### config.mk
export PLATFORM = sky130hd
export DESIGN_NAME = ecc_top
export DESIGN_NICKNAME = d
export VERILOG_FILES = /design/src/hw/ecc_pkg.sv /design/src/hw/ecc_sync2.sv /design/src/hw/ecc_channel.sv /design/src/hw/ecc_top.sv
export SDC_FILE = /design/constraint.sdc
export NUM_CORES = 1
export LEC_CHECK = 0
export BUFFER_PORTS_ARGS = -buffer_cell sky130_fd_sc_hd__buf_2
export CELL_PAD_IN_SITES_DETAIL_PLACEMENT = 0
export CELL_PAD_IN_SITES_GLOBAL_PLACEMENT = 1
export CORE_AREA = 8 8 154 156
export DETAILED_ROUTE_END_ITERATION = 8
export DIE_AREA = 0 0 162 164
export HOLD_SLACK_MARGIN = 0.03
export PLACE_DENSITY = 0.87
export SYNTH_ARGS = -nofsm -noshare
export SYNTH_HDL_FRONTEND = slang
export SYNTH_SLANG_ARGS = --single-unit
### constraint.sdc
create_clock -name clk -period 1.6 [get_ports clk]
set_input_delay 0 -clock clk [delete_from_list [all_inputs] [get_ports clk]]
set_output_delay 0 -clock clk [all_outputs]
set_load 0.01 [all_outputs]
### src/hw/ecc_pkg.sv
// Package of constants for the encoder channel control/status handshake
package ecc_pkg;
  // ******************************************************************
  // Control and status byte field positions
  // ******************************************************************
  localparam int unsigned MODE_BIT      = 7;  // Register mode select / acknowledge
  localparam int unsigned RW_BIT        = 6;  // Register access direction
  localparam int unsigned REGNO_MSB     = 5;  // Register number top bit
  localparam int unsigned GATE_BIT      = 4;  // Gate input level
  localparam int unsigned ZERO_LVL_BIT  = 3;  // Zero input level
  localparam int unsigned PRESET_BIT    = 2;  // Counter preset strobe / acknowledge
  localparam int unsigned LATSEL_BIT    = 1;  // Latched value select
  localparam int unsigned ZARM_BIT      = 0;  // Zero capture arm / done

  // ******************************************************************
  // Widths and reset values
  // ******************************************************************
  localparam int unsigned BYTE_W        = 8;
  localparam int unsigned DATA_W        = 32;
  localparam int unsigned REGNO_W       = 6;
  localparam logic [7:0]  STATUS_RST    = 8'h00;
  localparam logic [31:0] WORD_RST      = 32'h0000_0000;
endpackage : ecc_pkg

### src/hw/ecc_sync2.sv
// Two flip-flop synchroniser for pin levels
`timescale 1ns/1ps
`default_nettype none
module ecc_sync2 #(
  parameter int unsigned W = 1
) (
  input  wire logic         clk,
  input  wire logic         reset_n,
  input  wire logic [W-1:0] async_in,
  output logic      [W-1:0] sync_out
);
  logic [W-1:0] meta_q;

  // ******************************************************************
  // Synchroniser
  // ******************************************************************
  // First stage feeds only the second stage
  always_ff @(posedge clk or negedge reset_n) begin
    if (!reset_n) begin
      meta_q   <= '0;
      sync_out <= '0;
    end else begin
      meta_q   <= async_in;
      sync_out <= meta_q;
    end
  end
endmodule // ecc_sync2
`default_nettype wire

### src/hw/ecc_channel.sv
// One channel: status byte generation, zero latch, preset and register access
`timescale 1ns/1ps
`default_nettype none
module ecc_channel
  import ecc_pkg::*;
#(
  parameter bit HAS_GATE_ZERO = 1'b1
) (
  input  wire logic              clk,
  input  wire logic              reset_n,
  input  wire logic              exchange,
  input  wire logic [BYTE_W-1:0] ctrl,
  input  wire logic [DATA_W-1:0] data_out,
  input  wire logic              gate_s,
  input  wire logic              zero_s,
  input  wire logic [DATA_W-1:0] count,
  input  wire logic [DATA_W-1:0] reg_rdata,
  output logic      [BYTE_W-1:0] status,
  output logic      [DATA_W-1:0] data_in,
  output logic                   preset_load,
  output logic                   reg_wr,
  output logic                   reg_rd,
  output logic      [REGNO_W-1:0] reg_addr
);
  logic              ctrl_preset_q;
  logic              zero_q;
  logic              done_q;
  logic [DATA_W-1:0] latch_q;

  // ******************************************************************
  // Decoding
  // ******************************************************************
  wire reg_mode   = ctrl[MODE_BIT];
  wire arm        = ctrl[ZARM_BIT] & HAS_GATE_ZERO;
  wire zero_rise  = zero_s & ~zero_q;
  wire capture    = ~reg_mode & arm & ~done_q & zero_rise;
  wire preset_rise= exchange & ~reg_mode & ctrl[PRESET_BIT] & ~ctrl_preset_q;
  wire [BYTE_W-1:0] pd_status = {1'b0, 2'b00,
                                 gate_s & HAS_GATE_ZERO,
                                 zero_s & HAS_GATE_ZERO,
                                 ctrl_preset_q,
                                 ctrl[LATSEL_BIT],
                                 done_q};
  wire [BYTE_W-1:0] rc_status = {1'b1, ctrl[RW_BIT], ctrl[REGNO_MSB:0]};

  // ******************************************************************
  // Zero latch and preset tracking
  // ******************************************************************
  // Done stays set until the arm bit is dropped; only the first edge captures
  always_ff @(posedge clk or negedge reset_n) begin
    if (!reset_n) begin
      zero_q        <= 1'b0;
      done_q        <= 1'b0;
      ctrl_preset_q <= 1'b0;
      latch_q       <= WORD_RST;
    end else begin
      zero_q <= zero_s;
      if (capture) begin
        done_q  <= 1'b1;
        latch_q <= count;
      end else if (!arm) begin
        done_q  <= 1'b0;
      end
      if (exchange) begin
        ctrl_preset_q <= ctrl[PRESET_BIT] & ~reg_mode;
      end
    end
  end

  // ******************************************************************
  // Process image answer, updated only at an exchange; strobes and register address written every clock
  // ******************************************************************
  // Answers take the control byte of the same exchange; the preset acknowledge and the done clear after a dropped arm bit lag by one exchange
  always_ff @(posedge clk or negedge reset_n) begin
    if (!reset_n) begin
      status      <= STATUS_RST;
      data_in     <= WORD_RST;
      preset_load <= 1'b0;
      reg_wr      <= 1'b0;
      reg_rd      <= 1'b0;
      reg_addr    <= '0;
    end else begin
      preset_load <= preset_rise;
      reg_wr      <= exchange & reg_mode & ctrl[RW_BIT];
      reg_rd      <= exchange & reg_mode & ~ctrl[RW_BIT];
      reg_addr    <= ctrl[REGNO_MSB:0];
      if (exchange) begin
        status <= reg_mode ? rc_status : pd_status;
        // Counter data is not reachable in register mode; word 0 carries register data
        data_in <= reg_mode ? reg_rdata :
                   (ctrl[LATSEL_BIT] ? latch_q : count);
      end
    end
  end
endmodule // ecc_channel
`default_nettype wire

### src/hw/ecc_top.sv
// Two-channel encoder control/status byte handshake
// Notes on behaviour
// - Process data mode reports status bit 7 zero
// - Status bit 4 shows gate input level
// - Status bit 3 shows zero input level
// - Status bit 2 acknowledges preset taken over
// - Status bit 1 echoes live or latched select
// - First zero rising edge latches counter, sets done
// - Drop arm, await done cleared, re-arm
// - Bit 6 read/write, bits 5:0 register number
// - Register mode reports status bit 7 one
// - Status echoes access type and register number
// - Counter data unavailable during register mode
// - Second channel identical to the first
// - Rising preset strobe loads counter from output
// - Latched select maps latch to input data
`timescale 1ns/1ps
`default_nettype none
module ecc_top
  import ecc_pkg::*;
#(
  parameter bit HAS_GATE_ZERO = 1'b1
) (
  input  wire logic                          clk,
  input  wire logic                          reset_n,
  input  wire logic                          exchange,
  input  wire logic [ecc_pkg::BYTE_W-1:0]    first_channel_control_byte,
  input  wire logic [ecc_pkg::BYTE_W-1:0]    second_channel_control_byte,
  input  wire logic [ecc_pkg::DATA_W-1:0]    first_data_out,
  input  wire logic [ecc_pkg::DATA_W-1:0]    second_data_out,
  input  wire logic [1:0]                    gate_pin,
  input  wire logic [1:0]                    zero_pin,
  input  wire logic [ecc_pkg::DATA_W-1:0]    first_count,
  input  wire logic [ecc_pkg::DATA_W-1:0]    second_count,
  input  wire logic [ecc_pkg::DATA_W-1:0]    first_reg_rdata,
  input  wire logic [ecc_pkg::DATA_W-1:0]    second_reg_rdata,
  output logic      [ecc_pkg::BYTE_W-1:0]    first_channel_status_byte,
  output logic      [ecc_pkg::BYTE_W-1:0]    second_channel_status_byte,
  output logic      [ecc_pkg::DATA_W-1:0]    first_data_in,
  output logic      [ecc_pkg::DATA_W-1:0]    second_data_in,
  output logic      [1:0]                    preset_load,
  output logic      [1:0]                    reg_wr,
  output logic      [1:0]                    reg_rd,
  output logic      [ecc_pkg::REGNO_W-1:0]   first_reg_addr,
  output logic      [ecc_pkg::REGNO_W-1:0]   second_reg_addr
);
  import ecc_pkg::*;

  logic [1:0] gate_s;
  logic [1:0] zero_s;

  // ******************************************************************
  // Pin synchronisers
  // ******************************************************************
  ecc_sync2 #(.W(4)) u_sync (
    .clk      (clk),
    .reset_n  (reset_n),
    .async_in ({gate_pin, zero_pin}),
    .sync_out ({gate_s, zero_s})
  );

  // ******************************************************************
  // Channels, both built from the same logic
  // ******************************************************************
  // Identical instances keep the two byte layouts in step
  ecc_channel #(.HAS_GATE_ZERO(HAS_GATE_ZERO)) u_ch1 (
    .clk         (clk),
    .reset_n     (reset_n),
    .exchange    (exchange),
    .ctrl        (first_channel_control_byte),
    .data_out    (first_data_out),
    .gate_s      (gate_s[0]),
    .zero_s      (zero_s[0]),
    .count       (first_count),
    .reg_rdata   (first_reg_rdata),
    .status      (first_channel_status_byte),
    .data_in     (first_data_in),
    .preset_load (preset_load[0]),
    .reg_wr      (reg_wr[0]),
    .reg_rd      (reg_rd[0]),
    .reg_addr    (first_reg_addr)
  );

  ecc_channel #(.HAS_GATE_ZERO(HAS_GATE_ZERO)) u_ch2 (
    .clk         (clk),
    .reset_n     (reset_n),
    .exchange    (exchange),
    .ctrl        (second_channel_control_byte),
    .data_out    (second_data_out),
    .gate_s      (gate_s[1]),
    .zero_s      (zero_s[1]),
    .count       (second_count),
    .reg_rdata   (second_reg_rdata),
    .status      (second_channel_status_byte),
    .data_in     (second_data_in),
    .preset_load (preset_load[1]),
    .reg_wr      (reg_wr[1]),
    .reg_rd      (reg_rd[1]),
    .reg_addr    (second_reg_addr)
  );
endmodule // ecc_top
`default_nettype wire

Yosys cells after proc, flatten, opt, wreduce, memory -nomap -nowiden
Index checks and enable logic that the tools add are counted.
{ "classes": {"bitwise": 32, "eq_ne": 2, "muxes": 10} }
{ "ops": {"columns": ["op", "count"], "rows": [
  ["32-bit two-way mux", 4],
  ["1-bit AND", 22],
  ["8-bit two-way mux", 2],
  ["1-bit NOT", 10],
  ["1-bit two-way mux", 4],
  ["2-bit by 1-bit != test with 1-bit output, second input constant", 2]
]} }
{ "totals": {"wordCells": 66, "ff_bits": 176, "output_inout_bits": 98, "inputBits": 215} }

Longest topological paths before layout
{ "depth": {"ltp_word": 5, "mapped_depth": 6, "mapped_depth_nobuf": 3} }

By module
A second synthesis with hierarchy kept.
{ "unflattened": {"hier_cells": 610, "hier_area_um2": 7815.0} }
{ "by_module_without_submodules": {"columns": ["mod", "n_inst", "seq_area_each_um2", "area_each_um2", "cells_per_inst"], "rows": [
  ["ecc_channel", 2, 2102.0, 3807.4, 301],
  ["ecc_sync2", 1, 200.2, 200.2, 8]
]} }

Worst setup path before layout
Ideal clock, no wire load.
{ "synth_timing": {"path_kind": "register to register", "start": "reg u_ch1.done_q", "end": "reg u_ch1.latch_q[14]", "n_path_buf": 2, "required_ps": 1475, "stages_incl_launch_ff": 6, "setup_time_ps": 125, "synth_period_minus_slack_ps": 1389, "setup_slack_ps": 211, "arrival_time_ps": 1264, "cell_sequence": "dfrtp_1 nor2_1 and4_1 buf_2 buf_6 mux2_2"} }
{ "synth_between": {"elab_chain_cells": 3} }
{ "synth_rtl": {"columns": ["item", "line_no", "rtl"], "rows": [
  ["from (decl)", "ecc_channel.sv:27", "logic done_q;"],
  ["from (signal assigned)", "ecc_channel.sv:53", "done_q <= 1'b0;"],
  ["from (signal assigned)", "ecc_channel.sv:59", "done_q <= 1'b1;"],
  ["from (signal assigned)", "ecc_channel.sv:62", "done_q <= 1'b0;"],
  ["1-bit NOT", "ecc_channel.sv:36", "wire capture = ~reg_mode & arm & ~done_q & zero_rise;"],
  ["1-bit AND (2 in a row)", "ecc_channel.sv:36", null],
  ["to (signal assigned)", "ecc_channel.sv:60", "latch_q <= count;"],
  ["to (decl)", "ecc_channel.sv:28", "logic [DATA_W-1:0] latch_q;"]
]} }
Every way passes these cells.
A chain may end at the register's enable or synchronous reset.

Final worst setup path
{ "layout_timing": {"start": "reg u_ch1.done_q", "end": "reg u_ch1.latch_q[2]"} }
Same word-level chain as after synthesis.

==> out/qor.yml <==
rrSetupSlack_ns: 0.14
top_layer: "met4"
synthSimpleGateAreaFrac_pct: 6.93
syn_inst: 613
slew_headroom_pct: 68.5
crit_required_ns: 1.89
cts_sinks: 176
die_h_um: 164
die-area_um2: 26600
vdd_drop_max_mv: 0.718
grt_pass1_vias: 6989
finalMaxSlewViolations: 0
grt_overflow: 0
clk_latency_ns: 0.42
syn_avg_cell_area_um2: 12.5
antenna_found_initial: 1
drtIter0Drc: 357
critPathArrivalTime_ns: 1.75
syn-num-nets: 828
routedWlPerCell_um: 18.2
syn2layout_area_growth_pct: 47.9
status: "complete, no violations"
numCtsBuffers: 17
synth_area_um2: 7690
hold_class: "input pin to register"
synth.most_common_cell: "dfrtp_1"
coreArea_um2: 21400
tightest_slew_ns: 0.473
synth_area_leaders: "dfrtp_1 57%, o2bb2ai_1 7.4%, a211oi_1 6.3%, mux2_4 5.9%, nor2b_1 5.1%"
fin_crit_sh_pct: 91.0
switching_share_pct: 26.4
power_density_nw_per_um2: 1060
drt_pass1_iterations: 4
synth-xor-area-share_pct: 0
dpl.hpwl_mm: 15.0
synth_compound_area_share_pct: 19.2
post-route-min-period_ns: 1.46
muxShareOfSynthArea_pct: 12.2
synth_top_family_by_area: "compound AO/OA/AOI/OAI gates"
io_pins: 313
synth_largest_area_cell: "dfrtp_1"
wl_met3_mm: 1.84
grt_pass1_wl_mm: 38.1
drt-total-wl_mm: 23.4
post_synth_num_cell_types: 29
via_per_inst: 5.05
finalClockSkew_ns: 0.00904
die_w_um: 162
grt_start_max_net_pins: 59
hold_viol_final: 0
cp_max_fo: 29
synthAdderAreaFrac_pct: 0
p_int_mw: 8.88
leakagePower_nw: 5.25
cts_tree: "done"
io_buffer_count: 248
fin_nets: 1209
p_switching_mw: 3.19
clk_path_buf_depth: 2
synth_top_area_share_pct: 57.3
vias: 6504
grt_setup_unrepaired: "false"
ys.flop_type: "dfrtp_1"
critPathCaptureType: "register"
ant_nets: 0
maxCapViolCount: 0
clkTransAtPathRegs_ns: 0.07
ys_seq_area_share_pct: 57.3
power_mw: 12.1
rows: 54
place_congestion: 0.777
start_util_pct: 36.0
ys.warnings.count: 0
post_cts_buffers: 0
synthTopCellsByCount: "176 x dfrtp_1, 67 x o21ai_0, 65 x o2bb2ai_1, 64 x a211oi_1, 63 x nor2b_1"
cts_root_buffer: "clkbuf_16"
layout-drive-gt1-share_pct: 36.8
wl_met2_mm: 11.2
n_fill_cell: 1798
seqPwrFrac_pct: 45.3
drc_errors: 0
timing.fmax_mhz: 687
clockPowerShare_pct: 36.4
met1Wirelength_mm: 10.0
grt_usage_pct: 17.9
finalSetupViolCount: 0
synth_enable_flop_cells: 0
ys_seq_elements: 176
critPathKind: "register to register"
comb_power_share_pct: 18.3
htreeDepth: 4
async_flop_share_pct: 100
start_kind: "register"
fin_tns_setup_ns: 0
## power by group through the flow
stage / logic (mW) / registers (mW) / clock network [mW]
after global routing: 2.42 / 5.54 / 4.70
after floorplan: 1.00 / 5.58 / 0
after detailed placement: 1.93 / 5.51 / 0
after CTS: 2.21 / 5.46 / 4.51
final: 2.21 / 5.47 / 4.39
after global placement: 1.87 / 5.51 / 0
## cell usage in the layout (no fill, tap or decap), types with 2 or more instances in the layout
cell	n
a211oi_1	64
a21o_1	3
a21oi_1	8
a31o_2	2
and2b_1	3
and3_1	2
buf_12	9
buf_2	247
buf_4	17
bufinv_16	3
clkbuf_16	17
clkinv_2	3
dfrtp_1	176
dlygate4sd3_1	147
inv_1	5
inv_2	2
inv_6	5
mux2_1	8
mux2_2	28
mux2_4	30
mux2i_1	8
nand2_1	2
nor2_1	11
nor2b_1	63
nor4b_1	2
o21ai_0	67
o2bb2ai_1	65
## kinds of logic after synthesis
kind of cell	count (synthesis)
AO/OA/AOI/OAI	210
flip-flops	176
AND/OR/NAND/NOR	87
multiplexers	74
buffers and inverters	66
## metrics by stage
stage	hold slack, ns	cells	setup slack (ns)	util [%]	instance area (µm²)
floorplan	-0.296	613	0.211	-	7690
global placement	-0.0291	1108	0.161	43.5	9280
detailed placement	-0.0329	1108	0.145	43.5	9280
CTS	0.0474	1287	0.138	53.2	11400
global route	0.0790	1288	0.0985	53.2	11400
finish	0.0672	1288	0.144	53.2	11400
## metal layers
layer / vias up / global-route usage (%)
li1: 3011 / -
met1: 3217 / 22.1
met2: 249 / 28.9
met3: 27 / 6.07
met4: 0 / 5.85
met5: - / 0
## worst max-delay path, cell delays in order (launching register included)
cell	delay [ns]
dfrtp_1	0.40
nor2_1	0.09
and4_2	0.27
buf_12	0.20
mux2_2	0.36
## registers in the layout (all words and copies together) (netlist names), 6 cells and up
name	flops
u_ch1.reg_addr	6
u_ch2.status	8
u_ch2.reg_addr	6
u_ch1.latch_q	32
u_ch2.data_in	32
u_ch2.latch_q	32
u_ch1.data_in	32
u_ch1.status	8
## area by class of cell
cell class                      count  area, µm²  share of cell area [%]
Clock buffer                       18        439                    3.86
Tap cell                          280        350                    3.08
Timing Repair Buffer              421       3030                    26.6
Clock inverter                     14        176                    1.55
Multi-Input combinational cell    371       2940                    25.9
Antenna cell                        1       2.50                  0.0220
Inverter                            7       26.3                   0.231
Sequential cell                   176       4400                    38.7
## repair_timing
item	4_1_cts	5_1_grt
gates resized for setup	0	0
endpoints found under the hold margin	341	0
hold buffers	147	0
## worst paths after layout
path,startpoint,endpoint,depth (start not counted)
setup reg to reg,u_ch1.done_q,u_ch1.latch_q[2],4
min in group asynchronous,reset_n,u_ch1.reg_wr,2
hold / removal,first_channel_control_byte[7],u_ch1.reg_rd,4
max in group asynchronous,reset_n,u_ch1.done_q,3
setup / recovery,u_ch1.done_q,u_ch1.latch_q[2],4
hold reg to reg,u_sync.meta_q[3],u_sync.sync_out[3],0
Note: power is estimated with default switching activity, not from simulation.
